[src/core/dsps_cfg.svh]
// Constants for the dual-slope phase sequencer host controller
`ifndef DSPS_CFG_SVH
`define DSPS_CFG_SVH

// Width of the phase and rundown timer, sized for the longest integration period
`define DSPS_CNT_W      24
// Host clock period in nanoseconds
`define DSPS_CLK_NS     25
// Nanoseconds in one millisecond
`define DSPS_NS_PER_MS  1000000
// Default fixed integration period in milliseconds
`define DSPS_INT_MS     33
// Rundown ceiling as a multiple of the integration count
`define DSPS_RUN_MULT   2
// Cycles between the comparator pin and the falling-edge strobe
`define DSPS_SYNC_LAT   2

// Phase codes on the two control lines, line one in bit 1, line two in bit 0
`define DSPS_CODE_NULL  2'h1
`define DSPS_CODE_INT   2'h2
`define DSPS_CODE_RUN   2'h3
`define DSPS_CODE_RES   2'h0

`endif

[src/core/dsps_pkg.sv]
// Types shared by the dual-slope phase sequencer host controller
`include "dsps_cfg.svh"

package dsps_pkg;

  // Sequencer states
  typedef enum logic [2:0] {
    ST_IDLE,
    ST_NULL,
    ST_INT,
    ST_RUN,
    ST_RES
  } dsps_state_t;

  // The two unlatched control lines toward the converter
  typedef struct packed {
    logic lineA;
    logic lineB;
  } dsps_phase_t;

  // One finished conversion
  typedef struct packed {
    logic                   sign;
    logic                   overRange;
    logic [`DSPS_CNT_W-1:0] magnitude;
  } dsps_result_t;

endpackage

[src/core/dsps_sync.sv]
// Two-flop synchroniser for one asynchronous input level
module dsps_sync (
  input  wire logic clk,
  input  wire logic rstSyncN,
  input  wire logic asyncIn,
  output logic      syncOut
);

  logic metaReg;  // First stage, read only by the second stage
  logic syncReg;  // Second stage, safe for logic
  logic metaNext;
  logic syncNext;

  // Shift the level one stage per clock
  always_comb begin
    metaNext = asyncIn;
    syncNext = metaReg;
  end

  // Stages reset high, the comparator's settled level after residue clearing
  always_ff @(posedge clk or negedge rstSyncN) begin
    if (!rstSyncN) begin
      metaReg <= 1'b1;
      syncReg <= 1'b1;
    end else begin
      metaReg <= metaNext;
      syncReg <= syncNext;
    end
  end

  assign syncOut = syncReg;

endmodule

[src/core/dsps_cnt.sv]
// Saturating up-counter used to time every phase
`include "dsps_cfg.svh"

module dsps_cnt (
  input  wire logic                   clk,
  input  wire logic                   rstSyncN,
  input  wire logic                   clear,
  input  wire logic                   enable,
  output logic [`DSPS_CNT_W-1:0]      count
);

  logic [`DSPS_CNT_W-1:0] countReg;   // Cycles in the present phase
  logic [`DSPS_CNT_W-1:0] countNext;

  // Clear wins; saturation keeps a stuck phase from wrapping to a short count
  always_comb begin
    countNext = countReg;
    if (clear) begin
      countNext = '0;
    end else if (enable && (countReg != '1)) begin
      countNext = countReg + `DSPS_CNT_W'(1);
    end
  end

  // Register the count
  always_ff @(posedge clk or negedge rstSyncN) begin
    if (!rstSyncN) begin
      countReg <= '0;
    end else begin
      countReg <= countNext;
    end
  end

  assign count = countReg;

endmodule

[src/core/dsps_sequencer.sv]
// Host controller that sequences a dual-slope converter front end through its four phases
`include "dsps_cfg.svh"

// Overview of operation
// - Phases run null, integrate, rundown, residue.
// - Keep comparator level at integration end: sign.
// - Ignore early integration comparator readings.
// - Rundown time counted by host is magnitude.
// - Rundown follows integration directly, ends at crossing.
// - Residue clearing always follows rundown.
// - Hold residue clearing until comparator high.
// - Ignore comparator during offset nulling.
// - Integration period multiple of line period.
// - Rundown ceiling twice the integration count.
// - Offset nulling is the idle phase.
// - Time rundown from line change to fall.
// - Comparator high in residue: null at once.
module dsps_sequencer #(
  parameter int unsigned INT_CYCLES = `DSPS_INT_MS * `DSPS_NS_PER_MS / `DSPS_CLK_NS,
  parameter int unsigned AZ_CYCLES  = INT_CYCLES
) (
  input  wire logic          clk,
  input  wire logic          rstn,
  input  wire logic          startReq,
  input  wire logic          zeroCrossOut,
  output dsps_pkg::dsps_phase_t  phaseLines,
  output logic                   busy,
  output logic                   resultValid,
  output dsps_pkg::dsps_result_t result
);

  // Last cycle of each timed phase, and the rundown ceiling
  localparam logic [`DSPS_CNT_W-1:0] AZ_LAST  = `DSPS_CNT_W'(AZ_CYCLES - 1);
  localparam logic [`DSPS_CNT_W-1:0] INT_LAST = `DSPS_CNT_W'(INT_CYCLES - 1);
  localparam logic [`DSPS_CNT_W-1:0] RUN_LAST = `DSPS_CNT_W'(`DSPS_RUN_MULT * INT_CYCLES - 1);
  localparam logic [`DSPS_CNT_W-1:0] SYNC_LAT = `DSPS_CNT_W'(`DSPS_SYNC_LAT);

  // Reset release pipeline
  logic rstPipeReg;
  logic rstSyncN;

  // Comparator path
  logic compSync;      // Comparator level after two flops
  logic compPrevReg;   // Previous synchronised level
  logic compPrevNext;
  logic fallEdge;      // High-to-low transition seen this cycle

  // Timer
  logic [`DSPS_CNT_W-1:0] count;
  logic                   cntClear;

  // Sequencer state group
  dsps_pkg::dsps_state_t stateReg;
  dsps_pkg::dsps_state_t stateNext;
  dsps_pkg::dsps_phase_t phaseReg;
  dsps_pkg::dsps_phase_t phaseNext;
  logic                  busyReg;
  logic                  busyNext;

  // Result group
  logic                   signReg;     // Sign caught at the end of integration
  logic                   signNext;
  dsps_pkg::dsps_result_t resultReg;
  dsps_pkg::dsps_result_t resultNext;
  logic                   validReg;
  logic                   validNext;

  // Reset asserts at once and releases after two clean edges
  always_ff @(posedge clk or negedge rstn) begin
    if (!rstn) begin
      rstPipeReg <= 1'b0;
      rstSyncN   <= 1'b0;
    end else begin
      rstPipeReg <= 1'b1;
      rstSyncN   <= rstPipeReg;
    end
  end

  // Comparator pin is asynchronous to the host clock
  dsps_sync u_comp_sync (
    .clk      (clk),
    .rstSyncN (rstSyncN),
    .asyncIn  (zeroCrossOut),
    .syncOut  (compSync)
  );

  // Edge detector looks only at the synchronised copy
  assign fallEdge = compPrevReg & ~compSync;

  // Timer restarts whenever the phase changes, so each phase after nulling is timed from its line change, and nulling from the start request
  assign cntClear = (stateNext != stateReg) || (stateReg == dsps_pkg::ST_IDLE);

  dsps_cnt u_timer (
    .clk      (clk),
    .rstSyncN (rstSyncN),
    .clear    (cntClear),
    .enable   (1'b1),
    .count    (count)
  );

  // Next state, phase code and busy flag
  always_comb begin
    stateNext = stateReg;
    case (stateReg)
      // Idle sits in offset nulling; comparator is not looked at here
      dsps_pkg::ST_IDLE: begin
        if (startReq) begin
          stateNext = dsps_pkg::ST_NULL;
        end
      end
      // Timed nulling before each conversion, comparator still ignored
      dsps_pkg::ST_NULL: begin
        if (count == AZ_LAST) begin
          stateNext = dsps_pkg::ST_INT;
        end
      end
      // Fixed integration, then straight into rundown
      dsps_pkg::ST_INT: begin
        if (count == INT_LAST) begin
          stateNext = dsps_pkg::ST_RUN;
        end
      end
      // Rundown ends on the crossing or at the ceiling
      dsps_pkg::ST_RUN: begin
        if (fallEdge || (count == RUN_LAST)) begin
          stateNext = dsps_pkg::ST_RES;
        end
      end
      // Residue clearing held until the comparator is high again
      // The first cycles still carry the rundown level through the synchroniser, so they are not trusted
      dsps_pkg::ST_RES: begin
        if (compSync && (count > SYNC_LAT)) begin
          stateNext = dsps_pkg::ST_IDLE;
        end
      end
      default: begin
        stateNext = dsps_pkg::ST_IDLE;
      end
    endcase

    // Lines are unlatched at the device, so they are held for the whole phase
    case (stateNext)
      dsps_pkg::ST_INT: begin
        phaseNext = `DSPS_CODE_INT;
      end
      dsps_pkg::ST_RUN: begin
        phaseNext = `DSPS_CODE_RUN;
      end
      dsps_pkg::ST_RES: begin
        phaseNext = `DSPS_CODE_RES;
      end
      default: begin
        phaseNext = `DSPS_CODE_NULL;
      end
    endcase
    busyNext = (stateNext != dsps_pkg::ST_IDLE);
  end

  // Register state and the lines together, so they never disagree
  always_ff @(posedge clk or negedge rstSyncN) begin
    if (!rstSyncN) begin
      stateReg <= dsps_pkg::ST_IDLE;
      phaseReg <= `DSPS_CODE_NULL;
      busyReg  <= 1'b0;
    end else begin
      stateReg <= stateNext;
      phaseReg <= phaseNext;
      busyReg  <= busyNext;
    end
  end

  // Capture sign, magnitude and over-range
  always_comb begin
    compPrevNext = compSync;
    signNext     = signReg;
    resultNext   = resultReg;
    validNext    = 1'b0;
    // Only the last integration cycle is sampled; early readings may chatter
    if ((stateReg == dsps_pkg::ST_INT) && (count == INT_LAST)) begin
      signNext = compSync;
    end
    if (stateReg == dsps_pkg::ST_RUN) begin
      if (fallEdge) begin
        // Count includes the synchroniser delay, so take it back out
        resultNext.magnitude = (count >= SYNC_LAT) ? (count - SYNC_LAT) : '0;
        resultNext.overRange = 1'b0;
        resultNext.sign      = signReg;
      end else if (count == RUN_LAST) begin
        resultNext.magnitude = RUN_LAST;
        resultNext.overRange = 1'b1;
        resultNext.sign      = signReg;
      end
    end
    // Result is announced only once residue clearing is done
    if ((stateReg == dsps_pkg::ST_RES) && compSync && (count > SYNC_LAT)) begin
      validNext = 1'b1;
    end
  end

  // Register the result group
  always_ff @(posedge clk or negedge rstSyncN) begin
    if (!rstSyncN) begin
      compPrevReg <= 1'b1;
      signReg     <= 1'b0;
      resultReg   <= '0;
      validReg    <= 1'b0;
    end else begin
      compPrevReg <= compPrevNext;
      signReg     <= signNext;
      resultReg   <= resultNext;
      validReg    <= validNext;
    end
  end

  // Outputs come straight from flops
  assign phaseLines  = phaseReg;
  assign busy        = busyReg;
  assign resultValid = validReg;
  assign result      = resultReg;

  // Integration is only ever left for rundown
  AST_INT_TO_RUN: assert property (
    @(posedge clk) disable iff (!rstSyncN)
    ($past(phaseReg) == `DSPS_CODE_INT) && (phaseReg != `DSPS_CODE_INT) |-> (phaseReg == `DSPS_CODE_RUN))
    else $error("integration left for a phase other than rundown");

  // Rundown is only ever left for residue clearing
  AST_RUN_TO_RES: assert property (
    @(posedge clk) disable iff (!rstSyncN)
    ($past(phaseReg) == `DSPS_CODE_RUN) && (phaseReg != `DSPS_CODE_RUN) |-> (phaseReg == `DSPS_CODE_RES))
    else $error("rundown not followed by residue clearing");

  // Residue clearing exits one cycle after the comparator is high, into nulling
  AST_RES_EXIT: assert property (
    @(posedge clk) disable iff (!rstSyncN)
    (stateReg == dsps_pkg::ST_RES) && compSync && (count > SYNC_LAT)
      |=> (phaseReg == `DSPS_CODE_NULL) && resultValid)
    else $error("residue clearing not ended at once");

  // Residue clearing is held while the comparator is low
  AST_RES_HOLD: assert property (
    @(posedge clk) disable iff (!rstSyncN)
    (stateReg == dsps_pkg::ST_RES) && (!compSync || (count <= SYNC_LAT)) |=> (phaseReg == `DSPS_CODE_RES))
    else $error("residue clearing left while comparator low");

  // Integration is timed from a cleared timer
  AST_INT_LENGTH: assert property (
    @(posedge clk) disable iff (!rstSyncN)
    $rose(stateReg == dsps_pkg::ST_INT) |-> (count == '0))
    else $error("integration did not start from a cleared timer");

  // Integration is never cut short before its last cycle
  AST_INT_HOLD: assert property (
    @(posedge clk) disable iff (!rstSyncN)
    (stateReg == dsps_pkg::ST_INT) && (count != INT_LAST) |=> (stateReg == dsps_pkg::ST_INT))
    else $error("integration ended before its fixed count");

  // The last integration cycle hands over to rundown at once
  AST_INT_EXIT: assert property (
    @(posedge clk) disable iff (!rstSyncN)
    (stateReg == dsps_pkg::ST_INT) && (count == INT_LAST) |=> (phaseReg == `DSPS_CODE_RUN))
    else $error("integration overran its fixed count");

  // Sign is the synchronised comparator at the last integration cycle
  AST_SIGN_CAPTURE: assert property (
    @(posedge clk) disable iff (!rstSyncN)
    (stateReg == dsps_pkg::ST_INT) && (count == INT_LAST) |=> (signReg == $past(compSync)))
    else $error("sign not taken at end of integration");

  // Magnitude is the rundown count less the synchroniser delay
  AST_MAGNITUDE: assert property (
    @(posedge clk) disable iff (!rstSyncN)
    (stateReg == dsps_pkg::ST_RUN) && fallEdge && (count >= SYNC_LAT)
      |=> (result.magnitude == $past(count) - SYNC_LAT) && !result.overRange)
    else $error("rundown magnitude wrong");

  // Reaching the ceiling without a crossing reports over range
  AST_OVER_RANGE: assert property (
    @(posedge clk) disable iff (!rstSyncN)
    (stateReg == dsps_pkg::ST_RUN) && (count == RUN_LAST) && !fallEdge
      |=> result.overRange && (phaseReg == `DSPS_CODE_RES))
    else $error("over range not reported at rundown ceiling");

  // Comparator is not consulted while nulling: the timer alone ends it
  AST_NULL_TIMED: assert property (
    @(posedge clk) disable iff (!rstSyncN)
    (stateReg == dsps_pkg::ST_NULL) && (count != AZ_LAST) |=> (stateReg == dsps_pkg::ST_NULL))
    else $error("offset nulling left early");

  // A start request in idle moves to null on the next cycle, with busy raised
  AST_ORDER_START: assert property (
    @(posedge clk) disable iff (!rstSyncN)
    (stateReg == dsps_pkg::ST_IDLE) && startReq |=> (stateReg == dsps_pkg::ST_NULL) && busy)
    else $error("conversion did not begin in offset nulling");

endmodule

[config.mk]
export PLATFORM = sky130hd
export DESIGN_NAME = dsps_sequencer
export DESIGN_NICKNAME = d
export VERILOG_FILES = /design/src/core/dsps_pkg.sv /design/src/core/dsps_sync.sv /design/src/core/dsps_cnt.sv /design/src/core/dsps_sequencer.sv
export VERILOG_INCLUDE_DIRS = /design/src /design/src/core
export SDC_FILE = /design/constraint.sdc
export NUM_CORES = 1
export LEC_CHECK = 0
export BUFFER_PORTS_ARGS = -buffer_cell sky130_fd_sc_hd__buf_2
export CAP_MARGIN = 5
export CORE_ASPECT_RATIO = 1.75
export CORE_MARGIN = 2
export CORE_UTILIZATION = 59
export DETAILED_ROUTE_END_ITERATION = 7
export PLACE_DENSITY = 0.8
export SLEW_MARGIN = 10
export SYNTH_ARGS = -nofsm -noshare
export SYNTH_HDL_FRONTEND = slang
export SYNTH_SLANG_ARGS = --single-unit
[constraint.sdc]
create_clock -name clk -period 2.4 [get_ports clk]
set_input_delay 0.36 -clock clk [delete_from_list [all_inputs] [get_ports clk]]
set_output_delay 0.36 -clock clk [all_outputs]
set_load 0.03 [all_outputs]
==> impl_results.rst <==
.. list-table::
   :header-rows: 1

   * - Metric
     - Value
   * - Maximum root-to-sink buffer count
     - 2
   * - Layout Skew
     - between 7 and 8 ps
   * - Number of DRC markers after the initial detailed-route iteration
     - 240
   * - Number of H-tree levels
     - 3
   * - Crit path buf inv count
     - 1
   * - Number of placed I/O pins
     - 34
   * - Result of the run
     - finished clean
   * - Syn-to-layout area delta
     - 19.1%
   * - Number of vias per cell after detailed routing
     - 5.86
   * - Antenna violations before repair
     - 0
   * - Number of DRC violations after detailed routing
     - 0
   * - Setup-violating endpoint count in the final report
     - 0
   * - WL final
     - 8.42 mm
   * - Post-Route M1 WL
     - 3.13 mm
   * - Count of mapped cells out of synthesis
     - 373
   * - Period utilization
     - 0.977
   * - Placed wire-length estimate after detailed placement
     - 6.13 mm
   * - Hold Slack
     - 102 ps
   * - Share of synthesized registers carrying an async set or reset
     - 1.00
   * - CTS tree
     - done
   * - Max Fanout on Critical Path
     - 12
   * - # rows
     - 36
   * - Antenna diode count
     - 0
   * - Top FF cell, synth
     - sky130_fd_sc_hd__dfrtp_1
   * - Leakage power of the design
     - 1.92 nW
   * - Maximum number of pins on one net before global-route repair
     - 37
   * - Highest metal layer with signal wires
     - met4
   * - Commonest cells after routing, fill and taps aside
     - sky130_fd_sc_hd__dfrtp_1 (58), sky130_fd_sc_hd__nor2_1 (48), sky130_fd_sc_hd__buf_4 (35)
   * - Share of cells above drive strength 1
     - 0.245
   * - Clock latency at the later pin of the worst-skew pair
     - 360 ps
   * - Worst path setup slack after routing
     - between 50 and 60 ps
   * - Number of storage elements in the synthesis netlist
     - 63
   * - Number of hold violations in the final report
     - 0
   * - I/O Buffers
     - 33
   * - Max-cap viol count
     - 0
   * - Commonest non-fill, non-tap cell in the layout
     - sky130_fd_sc_hd__dfrtp_1
   * - Synthesis Warnings
     - 0
   * - Critical Path RT
     - 2690 ps
   * - Crit path kind
     - register to register
   * - Initial Utilization
     - 0.617
   * - Crit. End Element
     - register
   * - DR WL/cell
     - around 17 um
   * - Die outline width
     - 61.8 um
   * - Hold WC Path Type
     - input port to register
   * - Library cell occupying the most area in the post-synthesis netlist
     - sky130_fd_sc_hd__dfrtp_1
   * - Total non-filler cell area in the finished layout
     - approximately 4000 um^2
   * - Finished Layout Cells
     - a little over 500
   * - Detailed-routing iteration count for the pre-antenna-repair pass
     - 4
   * - First-pass GRT wire length
     - 13.8 mm
   * - Maximum operating frequency
     - 427 MHz
   * - Slowest cell on the critical path
     - sky130_fd_sc_hd__or4_4
   * - Detailed route wirelength on metal2
     - 4.43 mm
   * - Critical path's top delay family
     - simple AND/OR/NAND/NOR gates
   * - Kind of start point of the critical path
     - register
   * - Net Count, Synth
     - about 380
   * - Final critical-path required period
     - 2340 ps
   * - Number of setup buffers added after CTS
     - 0
   * - Sink count of the clock tree
     - 63
   * - Cell with the most instances on the worst path
     - sky130_fd_sc_hd__or4_4
   * - Metal3 WL
     - 337 um
   * - CTS root buffer
     - sky130_fd_sc_hd__clkbuf_8
   * - Post-placement setup slack
     - 57.7 ps
   * - Unrepaired setup endpoints after global routing
     - true
   * - Clk pin slew, worst setup/hold paths
     - 70 ps
   * - Via count
     - 2959
   * - Number of global-route vias before repair
     - 2882
   * - Post-synth EDFFs
     - 0
   * - Max-slew violation total from the final report
     - 0
   * - CP cell instances
     - or4_4, or4_4, o21a_4, nor3_4, buf_12, o22a_1
   * - Worst rel slew slack
     - 0.486
   * - Actual transition at the worst max-transition pin
     - 771 ps
   * - Number of distinct standard cells referenced by the synthesized netlist
     - 52
   * - Signal arrival time at the worst endpoint
     - 2640 ps
   * - Share of Yosys cell area claimed by the top area cell type
     - 0.428
   * - Avg Inst Size Synth
     - 9.24 um^2
   * - Num CTS Buffers
     - 9
   * - Final net count
     - 432
   * - Most area-consuming cells after synthesis
     - sky130_fd_sc_hd__dfrtp_1 (43%), sky130_fd_sc_hd__xor2_1 (5.3%), sky130_fd_sc_hd__nor2_1 (5.2%)
   * - Cell Count Post-Placement
     - 488
   * - Slowest stage delay, CP
     - 550 ps
   * - Routability-driven placement congestion ratio
     - 0.954
   * - Post-place instance area
     - 3840 um^2
   * - DIE HEIGHT
     - 105 um
   * - Floorplan die area
     - 6490 um^2
   * - Sequential share of the synthesized area
     - 0.459
   * - Pwr Density
     - just over 700 nW/um^2
   * - Worst IR drop on VDD
     - 0.000502 V
   * - Total global routing overflow
     - 0
   * - Total standard cell area after synthesis
     - 3450 um^2
   * - Floorplan core area
     - about 5600 um^2
   * - Combined global-route utilization of all metal layers
     - 0.291
   * - Number of nets with antenna violations after detailed routing
     - 0
## synthesized netlist by cell type, types with 2 or more instances
library cell	number
sky130_fd_sc_hd__o21a_1	2
sky130_fd_sc_hd__and4_1	2
sky130_fd_sc_hd__or4_1	2
sky130_fd_sc_hd__buf_6	3
sky130_fd_sc_hd__nand4b_1	2
sky130_fd_sc_hd__o21ai_0	21
sky130_fd_sc_hd__clkbuf_1	20
sky130_fd_sc_hd__a211oi_1	2
sky130_fd_sc_hd__xnor2_1	19
sky130_fd_sc_hd__inv_1	7
sky130_fd_sc_hd__dfrtp_1	59
sky130_fd_sc_hd__or2_2	2
sky130_fd_sc_hd__buf_2	5
sky130_fd_sc_hd__nor3_1	18
sky130_fd_sc_hd__nand4_1	9
sky130_fd_sc_hd__a31oi_1	3
sky130_fd_sc_hd__nand2_1	34
sky130_fd_sc_hd__nor4_1	9
sky130_fd_sc_hd__xor2_1	21
sky130_fd_sc_hd__ha_1	4
sky130_fd_sc_hd__and3_1	7
sky130_fd_sc_hd__dfstp_2	4
sky130_fd_sc_hd__a21oi_1	8
sky130_fd_sc_hd__o22a_1	11
sky130_fd_sc_hd__or3_1	11
sky130_fd_sc_hd__nor2b_1	2
sky130_fd_sc_hd__or4_4	2
sky130_fd_sc_hd__nor2_1	48
sky130_fd_sc_hd__nand3_1	12
sky130_fd_sc_hd__nand3b_1	2
## layer usage
layer  up-vias  global-route usage
met3        38              0.0532
li1       1398                   -
met1      1431               0.325
met5         -                   0
met2        92               0.478
met4         0               0.187
## flip-flops by register name, indices dropped and copies added, names as in the netlist
name	count
rstPipeReg	1
stateReg	3
u_comp_sync.metaReg	1
u_comp_sync.syncOut	1
resultValid	1
busy	1
phaseLines	2
signReg	1
compPrevReg	1
rstSyncN	1
result	26
u_timer.count	24
## cell families (layout without fill, tap and decap cells)
logic type,after synthesis,count (layout),synth area share
AOI/OAI and AO/OA,54,54,0.106
and+or+nand+nor,173,173,0.265
buffers and inverters,37,93,0.0497
other,1,1,0.00109
adders and majority gates,4,4,0.0145
DFF,63,63,0.459
muxes,1,1,0.00290
xor gates and xnor gates,40,40,0.102
## final timing paths
kind                                       endpoint  slack, ps  cells after the start              start
min in group asynchronous                  rstSyncN        330                      2               rstn
worst max-delay path                     result[21]         60                      6  u_timer.count[15]
worst min-delay path            u_comp_sync.metaReg        100                      1       zeroCrossOut
worst min register to register            result[5]        350                      0           rstSyncN
max in group asynchronous         u_timer.count[12]       1360                      1           rstSyncN
worst max register to register           result[21]         60                      6  u_timer.count[15]
## layout make-up
type	count	area (um^2)
sequential	63	1580
fill	420	1480
clock inverter	3	65.1
multi-input combinational	273	1720
timing repair buffer	70	458
tap	76	95.1
clock buffer	13	159
inverter	7	26.3
## power breakdown
part | internal [mW] | switching (mW)
Sequential | 1.13 | 0.131
Combinational | 0.316 | 0.350
Clock | 0.640 | 0.394
Total | 2.09 | 0.875
## stage by stage
stage,setup TNS (ps),total power [mW],util
floorplan,0,1.70,-
global route,-96.9,3.11,0.735
finish,0,2.96,0.735
CTS,0,2.96,0.730
detailed placement,0,1.93,0.688
global placement,0,1.91,0.688
## repair_timing
action                                 4_1_cts  5_1_grt
endpoints found under the hold margin        2        0
setup endpoints to repair                    0       17
hold buffers                                 1        0
resized for setup                            0        6
Power figures use the tool's default switching activity.
